==> src/verilog/ipl_pkg.sv <==
// package for the interrupt priority level registers
// holds register offsets, field positions, write masks, source count
// and the carrier struct that takes the resolved request to the core
package ipl_pkg;

   // ------------------------------------------------------------------
   // bus geometry
   // ------------------------------------------------------------------
   localparam int ADDR_W = 5;
   localparam int DATA_W = 16;
   localparam int NUM_SRC = 22;
   localparam int SRC_W = 5;

   // ------------------------------------------------------------------
   // register offsets (word addresses)
   // ------------------------------------------------------------------
   localparam logic [ADDR_W-1:0] OFS_PRIO_ONE   = 5'h01;
   localparam logic [ADDR_W-1:0] OFS_PRIO_TWO   = 5'h02;
   localparam logic [ADDR_W-1:0] OFS_PRIO_THREE = 5'h03;
   localparam logic [ADDR_W-1:0] OFS_PRIO_FOUR  = 5'h04;
   localparam logic [ADDR_W-1:0] OFS_EVT_STATUS = 5'h18;
   localparam logic [ADDR_W-1:0] OFS_EVT_MASK   = 5'h19;

   // ------------------------------------------------------------------
   // reset values and writable-bit masks; reserved bits stay zero
   // ------------------------------------------------------------------
   localparam logic [DATA_W-1:0] PRIO_RESET     = 16'h0000;
   localparam logic [DATA_W-1:0] WMASK_ONE      = 16'hC03F;
   localparam logic [DATA_W-1:0] WMASK_TWO      = 16'hC3FF;
   localparam logic [DATA_W-1:0] WMASK_THREE    = 16'hC03F;
   localparam logic [DATA_W-1:0] WMASK_FOUR     = 16'hFFFF;

   // ------------------------------------------------------------------
   // field low-bit positions, two bits each
   // ------------------------------------------------------------------
   localparam int LSB_PORT_D           = 14;
   localparam int LSB_FLASH_BUF_EMPTY  = 4;
   localparam int LSB_FLASH_CMD_DONE   = 2;
   localparam int LSB_FLASH_FAULT      = 0;
   localparam int LSB_ASYNC_TX_EMPTY   = 14;
   localparam int LSB_SYNC_TX_EMPTY    = 8;
   localparam int LSB_SYNC_RX_FULL     = 6;
   localparam int LSB_PORT_A           = 4;
   localparam int LSB_PORT_B           = 2;
   localparam int LSB_PORT_C           = 0;
   localparam int LSB_I2C_FAULT        = 14;
   localparam int LSB_ASYNC_RX_FULL    = 4;
   localparam int LSB_ASYNC_RX_FAULT   = 2;
   localparam int LSB_ASYNC_TX_IDLE    = 0;
   localparam int LSB_TIMER_CH3        = 14;
   localparam int LSB_TIMER_CH2        = 12;
   localparam int LSB_TIMER_CH1        = 10;
   localparam int LSB_TIMER_CH0        = 8;
   localparam int LSB_I2C_STATE        = 6;
   localparam int LSB_I2C_SEND         = 4;
   localparam int LSB_I2C_RECV         = 2;
   localparam int LSB_I2C_GEN_CALL     = 0;

   // ------------------------------------------------------------------
   // field codes
   // ------------------------------------------------------------------
   localparam logic [1:0] FIELD_OFF    = 2'h0;
   localparam logic [1:0] FIELD_LVL0   = 2'h1;
   localparam logic [1:0] FIELD_LVL1   = 2'h2;
   localparam logic [1:0] FIELD_LVL2   = 2'h3;

   // ------------------------------------------------------------------
   // event status bit positions
   // ------------------------------------------------------------------
   localparam int NUM_EVT      = 3;
   localparam int EVT_RAISED   = 0;
   localparam int EVT_DROPPED  = 1;
   localparam int EVT_PREEMPT  = 2;

   // resolved request handed to the core
   typedef struct packed {
      logic             valid;
      logic [1:0]       level;
      logic [SRC_W-1:0] source;
   } ipl_core_req_t;

endpackage : ipl_pkg

==> src/verilog/ipl_field_dec.sv <==
// decoder for one two-bit priority field and its request line
// assumes the field value comes from a register in the same clock domain
`timescale 1ns/1ns
`default_nettype none
module ipl_field_dec
   import ipl_pkg::*;
(
   input  wire logic [1:0] field,
   input  wire logic       req,
   output logic            active,
   output logic [1:0]      level
);

   // 00 disables, 01..11 map onto levels 0..2; level 3 cannot be formed
   always_comb
   begin
      active = req && (field != FIELD_OFF);
      unique case (field)
         FIELD_LVL0: level = 2'h0;
         FIELD_LVL1: level = 2'h1;
         FIELD_LVL2: level = 2'h2;
         default:    level = 2'h0;
      endcase
   end

endmodule : ipl_field_dec
`default_nettype wire

==> src/verilog/ipl_sticky_bit.sv <==
// one sticky status flag: hardware sets, software clears by writing one
// assumes set and clear are single-clock qualified pulses
`timescale 1ns/1ns
`default_nettype none
module ipl_sticky_bit
(
   input  wire logic clk,
   input  wire logic rst,
   input  wire logic set,
   input  wire logic clr,
   output logic      q
);

   // a set in the clearing cycle wins so no event is lost
   always_ff @(posedge clk)
   begin
      if (rst)
         q <= 1'b0;
      else if (set)
         q <= 1'b1;
      else if (clr)
         q <= 1'b0;
   end

endmodule : ipl_sticky_bit
`default_nettype wire

==> src/verilog/ipl_ctrl.sv <==
// priority level registers and request resolver of the interrupt controller
// assumes source request lines are levels synchronous to clk, and that the
// register port master never strobes read and write in the same cycle
`timescale 1ns/1ns
`default_nettype none

module ipl_ctrl
   import ipl_pkg::*;
(
   // clock, reset and register port
   input  wire logic              clk,
   input  wire logic              rst,

   input  wire logic [ADDR_W-1:0] reg_addr,
   input  wire logic [DATA_W-1:0] reg_wdata,
   input  wire logic              reg_wr,
   input  wire logic              reg_rd,
   output logic [DATA_W-1:0]      reg_rdata,

   // source request lines, by register
   input  wire logic              port_d_req,
   input  wire logic              flash_buffers_empty_req,
   input  wire logic              flash_cmd_done_req,
   input  wire logic              flash_fault_req,

   input  wire logic              async_tx_empty_req,
   input  wire logic              sync_tx_empty_req,
   input  wire logic              sync_rx_full_req,
   input  wire logic              port_a_req,
   input  wire logic              port_b_req,
   input  wire logic              port_c_req,

   input  wire logic              i2c_fault_req,
   input  wire logic              async_rx_full_req,
   input  wire logic              async_rx_fault_req,
   input  wire logic              async_tx_idle_req,

   input  wire logic              timer_ch3_req,
   input  wire logic              timer_ch2_req,
   input  wire logic              timer_ch1_req,
   input  wire logic              timer_ch0_req,
   input  wire logic              i2c_state_req,
   input  wire logic              i2c_send_req,
   input  wire logic              i2c_recv_req,
   input  wire logic              i2c_general_call_req,

   // toward the core
   output ipl_core_req_t          core_req,
   // level interrupt
   output logic                   irq
);

   // ------------------------------------------------------------------
   // declarations
   // ------------------------------------------------------------------
   // register file
   logic [DATA_W-1:0]    priority_reg_one_r;
   logic [DATA_W-1:0]    priority_reg_two_r;
   logic [DATA_W-1:0]    priority_reg_three_r;
   logic [DATA_W-1:0]    priority_reg_four_r;
   logic [NUM_EVT-1:0]   evt_mask_r;

   // event flags
   logic [NUM_EVT-1:0]   evt_status;
   logic [NUM_EVT-1:0]   evt_set;
   logic [NUM_EVT-1:0]   evt_clr;

   // read path
   logic [DATA_W-1:0]    rdata_nxt;
   logic [DATA_W-1:0]    reg_rdata_r;

   // per-source request and level
   logic [NUM_SRC-1:0]   src_req;
   logic [NUM_SRC-1:0]   src_req_q_r;
   logic [2*NUM_SRC-1:0] src_field;
   logic [NUM_SRC-1:0]   src_active;
   logic [2*NUM_SRC-1:0] src_level;

   // winner and its copy
   logic                 pick_valid;
   logic [1:0]           pick_level;
   logic [SRC_W-1:0]     pick_source;
   ipl_core_req_t        core_req_r;

   // decoded write strobes
   logic                 wr_one;
   logic                 wr_two;
   logic                 wr_three;
   logic                 wr_four;
   logic                 wr_mask;
   logic                 wr_status;

   // ------------------------------------------------------------------
   // address decode
   // ------------------------------------------------------------------
   // one decoded strobe per writable register
   assign wr_one    = reg_wr && (reg_addr == OFS_PRIO_ONE);
   assign wr_two    = reg_wr && (reg_addr == OFS_PRIO_TWO);
   assign wr_three  = reg_wr && (reg_addr == OFS_PRIO_THREE);
   assign wr_four   = reg_wr && (reg_addr == OFS_PRIO_FOUR);

   // event registers
   assign wr_mask   = reg_wr && (reg_addr == OFS_EVT_MASK);
   assign wr_status = reg_wr && (reg_addr == OFS_EVT_STATUS);

   // ------------------------------------------------------------------
   // priority registers
   // ------------------------------------------------------------------
   // reserved bits are masked on write, so a careless write cannot leave
   // nonzero junk that would read back later
   always_ff @(posedge clk)
   begin
      if (rst)
      begin
         // all sources off
         priority_reg_one_r   <= PRIO_RESET;
         priority_reg_two_r   <= PRIO_RESET;
         priority_reg_three_r <= PRIO_RESET;
         priority_reg_four_r  <= PRIO_RESET;
      end
      else
      begin
         if (wr_one)
            priority_reg_one_r <= reg_wdata & WMASK_ONE;

         if (wr_two)
            priority_reg_two_r <= reg_wdata & WMASK_TWO;

         if (wr_three)
            priority_reg_three_r <= reg_wdata & WMASK_THREE;

         // reg four has no reserved bits
         if (wr_four)
            priority_reg_four_r <= reg_wdata & WMASK_FOUR;
      end
   end

   // event mask register, same layout as the status register
   always_ff @(posedge clk)
   begin
      if (rst)
         evt_mask_r <= '0;
      else if (wr_mask)
         evt_mask_r <= reg_wdata[NUM_EVT-1:0];
   end

   // ------------------------------------------------------------------
   // read port
   // ------------------------------------------------------------------
   // unmapped offsets answer zero; narrow registers read zero above
   always_comb
   begin
      rdata_nxt = '0;

      unique case (reg_addr)
         OFS_PRIO_ONE:   rdata_nxt = priority_reg_one_r;
         OFS_PRIO_TWO:   rdata_nxt = priority_reg_two_r;
         OFS_PRIO_THREE: rdata_nxt = priority_reg_three_r;
         OFS_PRIO_FOUR:  rdata_nxt = priority_reg_four_r;
         // event registers fill the low bits
         OFS_EVT_STATUS: rdata_nxt[NUM_EVT-1:0] = evt_status;
         OFS_EVT_MASK:   rdata_nxt[NUM_EVT-1:0] = evt_mask_r;
         default:        rdata_nxt = '0;
      endcase
   end

   // data stand only in the cycle after the read strobe
   always_ff @(posedge clk)
   begin
      if (rst)
         reg_rdata_r <= '0;
      // read data for exactly one cycle
      else if (reg_rd)
         reg_rdata_r <= rdata_nxt;
      else
         reg_rdata_r <= '0;
   end

   assign reg_rdata = reg_rdata_r;

   // ------------------------------------------------------------------
   // source numbering and field extraction
   // ------------------------------------------------------------------
   // index order fixes the tie break: lower index wins at equal level
   assign src_req = {i2c_general_call_req, i2c_recv_req, i2c_send_req,
                     i2c_state_req, timer_ch0_req, timer_ch1_req,
                     timer_ch2_req, timer_ch3_req, async_tx_idle_req,
                     async_rx_fault_req, async_rx_full_req, i2c_fault_req,
                     port_c_req, port_b_req, port_a_req, sync_rx_full_req,
                     sync_tx_empty_req, async_tx_empty_req, flash_fault_req,
                     flash_cmd_done_req, flash_buffers_empty_req, port_d_req};

   // register one fields
   // port d: top field of reg one
   assign src_field[1:0]   = priority_reg_one_r[LSB_PORT_D +: 2];
   assign src_field[3:2]   = priority_reg_one_r[LSB_FLASH_BUF_EMPTY +: 2];
   assign src_field[5:4]   = priority_reg_one_r[LSB_FLASH_CMD_DONE +: 2];
   assign src_field[7:6]   = priority_reg_one_r[LSB_FLASH_FAULT +: 2];

   // register two fields
   assign src_field[9:8]   = priority_reg_two_r[LSB_ASYNC_TX_EMPTY +: 2];
   assign src_field[11:10] = priority_reg_two_r[LSB_SYNC_TX_EMPTY +: 2];
   assign src_field[13:12] = priority_reg_two_r[LSB_SYNC_RX_FULL +: 2];
   assign src_field[15:14] = priority_reg_two_r[LSB_PORT_A +: 2];
   assign src_field[17:16] = priority_reg_two_r[LSB_PORT_B +: 2];
   assign src_field[19:18] = priority_reg_two_r[LSB_PORT_C +: 2];

   // register three fields
   assign src_field[21:20] = priority_reg_three_r[LSB_I2C_FAULT +: 2];
   assign src_field[23:22] = priority_reg_three_r[LSB_ASYNC_RX_FULL +: 2];
   assign src_field[25:24] = priority_reg_three_r[LSB_ASYNC_RX_FAULT +: 2];
   assign src_field[27:26] = priority_reg_three_r[LSB_ASYNC_TX_IDLE +: 2];

   // register four fields
   assign src_field[29:28] = priority_reg_four_r[LSB_TIMER_CH3 +: 2];
   assign src_field[31:30] = priority_reg_four_r[LSB_TIMER_CH2 +: 2];
   assign src_field[33:32] = priority_reg_four_r[LSB_TIMER_CH1 +: 2];
   assign src_field[35:34] = priority_reg_four_r[LSB_TIMER_CH0 +: 2];
   assign src_field[37:36] = priority_reg_four_r[LSB_I2C_STATE +: 2];
   assign src_field[39:38] = priority_reg_four_r[LSB_I2C_SEND +: 2];
   assign src_field[41:40] = priority_reg_four_r[LSB_I2C_RECV +: 2];
   assign src_field[43:42] = priority_reg_four_r[LSB_I2C_GEN_CALL +: 2];

   // ------------------------------------------------------------------
   // per-source decode
   // ------------------------------------------------------------------
   // each decoder gates its request with the enable and maps the level
   for (genvar g = 0; g < NUM_SRC; g++)
   begin : g_dec
      // one decoder per source
      ipl_field_dec u_dec
      (
         .field  (src_field[2*g +: 2]),
         .req    (src_req[g]),
         .active (src_active[g]),
         .level  (src_level[2*g +: 2])
      );
   end

   // ------------------------------------------------------------------
   // priority resolution
   // ------------------------------------------------------------------
   // scan from the top index down so a strictly higher level replaces the
   // best, and an equal level from a lower index also replaces it
   always_comb
   begin
      pick_valid  = 1'b0;
      pick_level  = 2'h0;
      pick_source = '0;

      for (int i = NUM_SRC - 1; i >= 0; i--)
      begin
         // disabled sources never compete
         if (src_active[i] &&
             (!pick_valid || (src_level[2*i +: 2] >= pick_level)))
         begin
            // best so far
            pick_valid  = 1'b1;
            pick_level  = src_level[2*i +: 2];
            pick_source = SRC_W'(i);
         end
      end
   end

   // request to the core is registered; it follows the sources with one
   // cycle of latency, trading a cycle for a clean output
   always_ff @(posedge clk)
   begin
      if (rst)
         core_req_r <= '0;
      else
      begin
         // idle reads all zero
         core_req_r.valid  <= pick_valid;
         core_req_r.level  <= pick_valid ? pick_level : 2'h0;
         core_req_r.source <= pick_valid ? pick_source : '0;
      end
   end

   assign core_req = core_req_r;

   // ------------------------------------------------------------------
   // event detection
   // ------------------------------------------------------------------
   // previous request levels, for rising edges of the source lines
   always_ff @(posedge clk)
   begin
      if (rst)
         // a line held through reset rises
         src_req_q_r <= '0;
      else
         src_req_q_r <= src_req;
   end

   // raised: core request goes from idle to active
   // dropped: a disabled source raised its line and was ignored
   // preempt: a higher level takes over an outstanding request
   always_comb
   begin
      evt_set              = '0;

      evt_set[EVT_RAISED]  = pick_valid && !core_req_r.valid;
      evt_set[EVT_DROPPED] = |(src_req & ~src_req_q_r & ~src_active);
      evt_set[EVT_PREEMPT] = pick_valid && core_req_r.valid &&
                             (pick_level > core_req_r.level);
   end

   // write-one-to-clear on the status offset
   // zero bits leave their flags alone
   assign evt_clr = wr_status ? reg_wdata[NUM_EVT-1:0] : '0;

   // ------------------------------------------------------------------
   // status flags and interrupt output
   // ------------------------------------------------------------------
   for (genvar e = 0; e < NUM_EVT; e++)
   begin : g_evt
      // one flag per event
      ipl_sticky_bit u_flag
      (
         .clk (clk),
         .rst (rst),
         .set (evt_set[e]),
         .clr (evt_clr[e]),
         .q   (evt_status[e])
      );
   end

   // level output, high while any unmasked flag stands
   // masked flags still read back
   assign irq = |(evt_status & evt_mask_r);

endmodule : ipl_ctrl
`default_nettype wire

==> config.mk <==
export PLATFORM = sky130hd
export DESIGN_NAME = ipl_ctrl
export DESIGN_NICKNAME = d
export VERILOG_FILES = /design/src/verilog/ipl_pkg.sv /design/src/verilog/ipl_field_dec.sv /design/src/verilog/ipl_sticky_bit.sv /design/src/verilog/ipl_ctrl.sv
export SDC_FILE = /design/constraint.sdc
export NUM_CORES = 1
export LEC_CHECK = 0
export BUFFER_PORTS_ARGS = -buffer_cell sky130_fd_sc_hd__buf_2
export CELL_PAD_IN_SITES_DETAIL_PLACEMENT = 1
export CELL_PAD_IN_SITES_GLOBAL_PLACEMENT = 2
export CORE_ASPECT_RATIO = 1.5
export CORE_UTILIZATION = 35
export CTS_CLUSTER_SIZE = 8
export DETAILED_ROUTE_END_ITERATION = 8
export PLACE_DENSITY_LB_ADDON = 0.08
export SLEW_MARGIN = 5
export SYNTH_ARGS = -nofsm -noshare
export SYNTH_HDL_FRONTEND = slang
export SYNTH_SLANG_ARGS = --single-unit
==> constraint.sdc <==
create_clock -name clk -period 30.6 [get_ports clk]
set_input_delay 3.06 -clock clk [delete_from_list [all_inputs] [get_ports clk]]
set_output_delay 3.06 -clock clk [all_outputs]
set_load 0.05 [all_outputs]
# Word-level counts from Yosys, hierarchy flattened
# Cells that the tools add are included.
[op_classes]
bitwise = 7
reduce_logical = 129
n_mux = 96
order_cmp = 22
add_sub_neg = 0
div = 0
shift = 0
n_eq_ne = 50
multipliers = 0
[ops]
columns = ["operator", "count"]
rows = [
  ["2-bit == test (second input constant)", 44],
  ["2-bit one-hot mux with 2 select lines", 22],
  ["1-bit logical AND", 52],
  ["13-bit one-hot mux with 4 select lines", 1],
  ["2-bit nonzero test", 25],
  ["2-bit 2-to-1 mux", 24],
  ["22-bit AND", 2],
  ["22-bit inverter", 2],
  ["2-bit >= comparator", 21],
  ["4-bit 2-to-1 mux", 8],
  ["5-bit 2-to-1 mux", 6],
  ["1-bit 2-to-1 mux", 29],
  ["1-bit zero test", 22],
  ["22-bit OR reduction", 1],
  ["1-bit logical OR", 21],
  ["3-bit one-hot mux with 6 select lines", 1],
  ["18-bit OR reduction", 1],
  ["3-bit 2-to-1 mux", 5],
  ["5-bit by 2-bit == test with 1-bit output (second input constant)", 2],
  ["5-bit == test (second input constant)", 2],
  ["10-bit OR reduction", 1],
  ["3-bit OR reduction", 2],
  ["6-bit OR reduction", 1],
  ["5-bit by 1-bit == test with 1-bit output (second input constant)", 1],
  ["6 further kinds", 8],
]
[word_totals]
output_inout_bits = 25
romBits = 0
ram_bits = 0
word_cells = 321
latchBits = 0
reg_bits = 96
mem_count = 0
input_bits = 47

# Longest topological paths before layout
[logic_depth]
depth_word = 90
mapped_depth = 149
mapped_depth_nobuf = 148

# Cells and area by module
# Synthesis repeated with hierarchy kept, for this count alone.
[unflattened]
cells_unflattened = 817
hier_area_um2 = 6404.9
[modules_own_cells]
columns = ["module", "cells_each", "instances", "seq_area_each_um2", "area_per_inst_um2"]
rows = [
  ["ipl_ctrl", 739, 1, 1861.8, 5765.5],
  ["ipl_field_dec", 3, 22, 0.0, 23.8],
  ["ipl_sticky_bit", 4, 3, 20.0, 38.8],
]

# Least setup slack after synthesis
# Ideal clock, no wire load.
[synth_path]
path_kind = "input-to-reg"
startpoint = "in i2c_general_call_req"
endpoint = "reg g_evt[2].u_flag.q"
t_required_ns = 30.477
setup_slack_ns = 3.023
n_path_buf = 1
path_stages = 146
t_arrival_ns = 27.454
setup_ns = 0.123
path_cell_list = "and3b_1 > ha_1 > nand2b_1 > a211oi_2 > or3_1 > nand2_1 > ha_1 > nand2b_1 > maj3_1 > a41o_1 > nor2_1 > a21oi_1 > ha_1 > nand2b_1 > a21oi_1 > a21oi_1 > nor2_1 > mux2i_1 > [... 110 more ...] > ha_1 > nand2b_1 > a21oi_1 > a21oi_1 > nor3b_1 > a41oi_1 > o31a_1 > nor2b_1 > ha_1 > a21oi_1 > a21o_1 > inv_1 > nor2_1 > a21oi_1 > ha_1 > nor2b_1 > o211ai_1 > o21ai_0"
[synth_between]
elab_chain_cells = 89
elab_cells_between_ends = 134
cone_classes = "order compare (22); mux (45); reduce/logical (67)"
[synth_lines]
columns = ["element", "line_no", "source"]
rows = [
  ["start, declared", "ipl_ctrl.sv:45", "input wire logic i2c_general_call_req,"],
  ["1-bit logical AND (*)", "ipl_field_dec.sv:17", "active = req && (field != FIELD_OFF);"],
  ["2-bit 2-to-1 mux / 1-bit 2-to-1 mux (equally long branches)", "ipl_ctrl.sv:254", "if (src_active[i] &&"],
  ["2-bit >= comparator / 1-bit zero test (equally long branches)", "ipl_ctrl.sv:255", "(!pick_valid || (src_level[2*i +: 2] >= pick_level)))"],
  ["1-bit logical OR", "ipl_ctrl.sv:255", ""],
  ["1-bit logical AND", "ipl_ctrl.sv:254", ""],
  ["2-bit 2-to-1 mux / 1-bit 2-to-1 mux (equally long branches)", "ipl_ctrl.sv:254", ""],
  ["2-bit >= comparator / 1-bit zero test (equally long branches)", "ipl_ctrl.sv:255", ""],
  ["1-bit logical OR", "ipl_ctrl.sv:255", ""],
  ["[... 74 more ...]", "--", ""],
  ["2-bit >= comparator / 1-bit zero test (equally long branches)", "ipl_ctrl.sv:255", ""],
  ["1-bit logical OR", "ipl_ctrl.sv:255", ""],
  ["1-bit logical AND", "ipl_ctrl.sv:254", ""],
  ["2-bit 2-to-1 mux (*)", "ipl_ctrl.sv:254", ""],
  ["net pick_level[1]", "ipl_ctrl.sv:81", "logic [1:0] pick_level;"],
  ["2-bit greater-than comparator (*)", "ipl_ctrl.sv:305", "(pick_level > core_req_r.level);"],
  ["1-bit logical AND (*)", "ipl_ctrl.sv:304", "evt_set[EVT_PREEMPT] = pick_valid && core_req_r.valid &&"],
  ["1-bit 2-to-1 mux / 2-bit nonzero test (equally long branches)", "--", ""],
  ["end signal, assigned", "ipl_sticky_bit.sv:18", "q <= 1'b0;"],
  ["end signal, assigned", "ipl_sticky_bit.sv:20", "q <= 1'b1;"],
  ["end signal, assigned", "ipl_sticky_bit.sv:22", "q <= 1'b0;"],
  ["end, declared", "ipl_sticky_bit.sv:11", "output logic q"],
]
# The timed path passes the listed nets; every way through them passes the cells marked *.
# A chain may end at the register's enable or synchronous reset.

# Worst setup path after layout
# Ends and elaborated chain as after synthesis.

==> impl_metrics.json <==
{
  "outcome": "complete, no violations",
  "grt_pass1_vias": 6814,
  "relSlewSlack": 0.354,
  "final_antenna_net_count": 0,
  "grt_pass1_wl_mm": 37.6,
  "drv_cap": 0,
  "route.detailed.wl_per_inst_um": 21.1,
  "layout_common_cells": "nand2_1, dfxtp_1, a21oi_1",
  "synth_edf_count": 0,
  "synth_area_sq_um": 6400,
  "drt-vias-per-instance": 5.73,
  "dieArea_sq_um": 18800,
  "swShare": 0.263,
  "drtIter0Drc": 235,
  "synth_area_leaders": "dfxtp_1, ha_1, nand2_1",
  "port_buffers": 71,
  "peakVddDrop_v": 0.0000258,
  "cpPeakStageDelay_ns": 0.36,
  "finalCriticalPeriod_ns": 28.68,
  "synth_xor_area_frac": 0.00274,
  "power.density_nw_per_um2": 35.9,
  "grt_overflow": 0,
  "htreeDepth": 3,
  "fp.dieH_um": 168,
  "ctsHoldBuffers": 0,
  "setup_tns_ns": 0,
  "synth.avg_cell_area_sq_um": 7.99,
  "cp-start-kind": "input pin",
  "grt_start_max_net_pins": 76,
  "cts.reportedPaths.clkPinSlew_ns": 0.07,
  "setup_ws_ns": 1.92,
  "ys_ff_latch": 96,
  "placed_area_sq_um": 7360,
  "cts_sinks": 96,
  "final_area_sq_um": 7860,
  "synthSimpleGateAreaFrac": 0.305,
  "ctsLongestPathBuffers": 2,
  "hold_viol": 0,
  "rows": 60,
  "path_max_fanout": 6,
  "syn_nets": 891,
  "clockRootBuffer": "clkbuf_16",
  "dp.cells": 1122,
  "ys_seq_area_frac": 0.300,
  "slowest_stage": "or3_1",
  "crit_arrival_ns": 28.92,
  "wirelength_mm": 24.2,
  "critical_path_required_ns": 30.83,
  "slew_violations": 0,
  "comb_power_share": 0.123,
  "drive_gt1_frac": 0.234,
  "yosys_warnings": 0,
  "power_frac_seq": 0.458,
  "holdCritPathClass": "reg -> reg",
  "synthMuxAreaShare": 0.0381,
  "die_x_um": 112,
  "worstSetupEndpointType": "flop",
  "synth_cell_type_count": 81,
  "path_common_cell": "ha_1",
  "cts_tree": "yes",
  "ios": 72,
  "synthCells": 801,
  "fin_skew_ns": 0.0131,
  "synth-async-reset-ratio": 0,
  "setup_viol": 0,
  "synth_top_family_by_area": "simple AND/OR/NAND/NOR gates",
  "cts_inserted_buffers": 9,
  "drt_first_pass_iters": 8,
  "worstMarginPinSlew_ns": 0.961,
  "synth_compound_area_frac": 0.243,
  "synth_top_cell_area_share": 0.300,
  "antenna_cells": 0,
  "place_congestion": 0.895,
  "critPathKind": "in -> reg",
  "drc_errors": 0,
  "final_cell_count_no_fill": 1149,
  "mostFrequentLayoutCell": "nand2_1",
  "final_net_count": 1017,
  "fill_cells": 2224,
  "vias": 6586,
  "core-area_sq_um": 17900,
  "leakagePower_nw": 3.19,
  "fin_total_pwr_w": 0.000282,
  "synthFlopType": "dfxtp_1",
  "power_switching_w": 0.0000742,
  "antenna_found_initial": 0,
  "finalCritPeriodShare": 0.937,
  "clkPwrFrac": 0.419,
  "initial_core_util": 0.357,
  "intPower_w": 0.000208,
  "grt_usage": 0.261,
  "dp_hpwl_mm": 19.5,
  "synth_area_leader_cell": "dfxtp_1",
  "clock_latency_ns": 0.35,
  "synthAdderAreaFrac": 0.0856,
  "fmax_ghz": 0.0349,
  "area_delta_synth_final_pct": 22.8,
  "dpl_worst_slack_ns": 0.416
}
logic make-up (layout without fill, tap and decap cells):
group | Yosys count | after routing
AOI/OAI and AO/OA | 227 | 227
xor gates and xnor gates | 2 | 2
adders and majority gates | 44 | 44
buffers and inverters | 42 | 173
DFF | 96 | 96
muxes | 23 | 23
and+or+nand+nor | 367 | 367
power groups by stage:
stage | combinational [W] | sequential (W) | clock, W
6_report | 0.0000348 | 0.000129 | 0.000118
5_1_grt | 0.0000379 | 0.000129 | 0.000126
4_1_cts | 0.0000341 | 0.000129 | 0.000121
3_5_place_dp | 0.0000339 | 0.000132 | 0
3_3_place_gp | 0.0000332 | 0.000132 | 0
2_1_floorplan | 0.0000178 | 0.000132 | 0
per-layer routing:
metal  vias up  global-route usage  part of all wire
met5         -                   0                 0
met2       140               0.511              0.55
li1       3168                   -                 -
met4         0               0.103             0.038
met1      3228               0.282              0.39
met3        50              0.0271             0.023
worst paths after layout:
| path | from | endpoint | slack [ns] | depth (start not counted) |
|---|---|---|---|---|
| worst min register to register | evt_mask_r[2] | evt_mask_r[2] | 0.49 | 2 |
| worst max-delay path | i2c_general_call_req | g_evt[2].u_flag.q | 1.92 | 148 |
| worst max register to register | priority_reg_four_r[0] | g_evt[2].u_flag.q | 4.22 | 147 |
| worst min-delay path | evt_mask_r[2] | evt_mask_r[2] | 0.49 | 2 |
state kept, by name (all words and copies together), names as in the netlist, 8 cells and up:
name and cells:
priority_reg_one_r 8, reg_rdata 16, src_req_q_r 22, core_req 8, priority_reg_four_r 16, priority_reg_three_r 8, priority_reg_two_r 12
Yosys cell counts, types with 13 or more instances:
cell / instances
a21o_1: 14
dfxtp_1: 96
a21oi_1: 86
nor4b_1: 22
nand2b_1: 42
nand3_1: 31
ha_1: 43
nor2_1: 54
a22oi_1: 13
and2_1: 22
clkbuf_1: 19
o21ai_0: 26
nand2_1: 117
inv_1: 19
o21a_1: 13
nor2b_1: 31
worst max-delay path, delay by kind of cell:
kind                       cells  cell delay, ns
adders and majority gates     23            6.35
and+or+nand+nor               49            7.31
buffers and inverters          8            0.86
muxes                          4            0.96
AOI/OAI and AO/OA             64           10.40
stage by stage:
step           hold slack [ns]   util
6_report                 0.490  0.438
4_1_cts                  0.495  0.427
5_1_grt                  0.508  0.438
3_5_place_dp             0.481  0.410
2_1_floorplan            0.449      -
3_3_place_gp             0.464  0.410
final cells by class:
class,instances,area (sq um),share of cell area
Sequential cell,96,1920,0.245
Multi-Input combinational cell,663,4430,0.564
Clock buffer,11,243,0.0309
Inverter,19,71.3,0.00907
Timing Repair Buffer,138,858,0.109
Tap cell,217,272,0.0345
Clock inverter,5,61.3,0.00780
repair_timing:
| action | CTS | global route |
|---|---|---|
| resized for setup | 0 | 27 |
| endpoints found under the setup margin | 0 | 8 |
| setup buffers | 0 | 11 |
(Power assumes the default switching activity.)
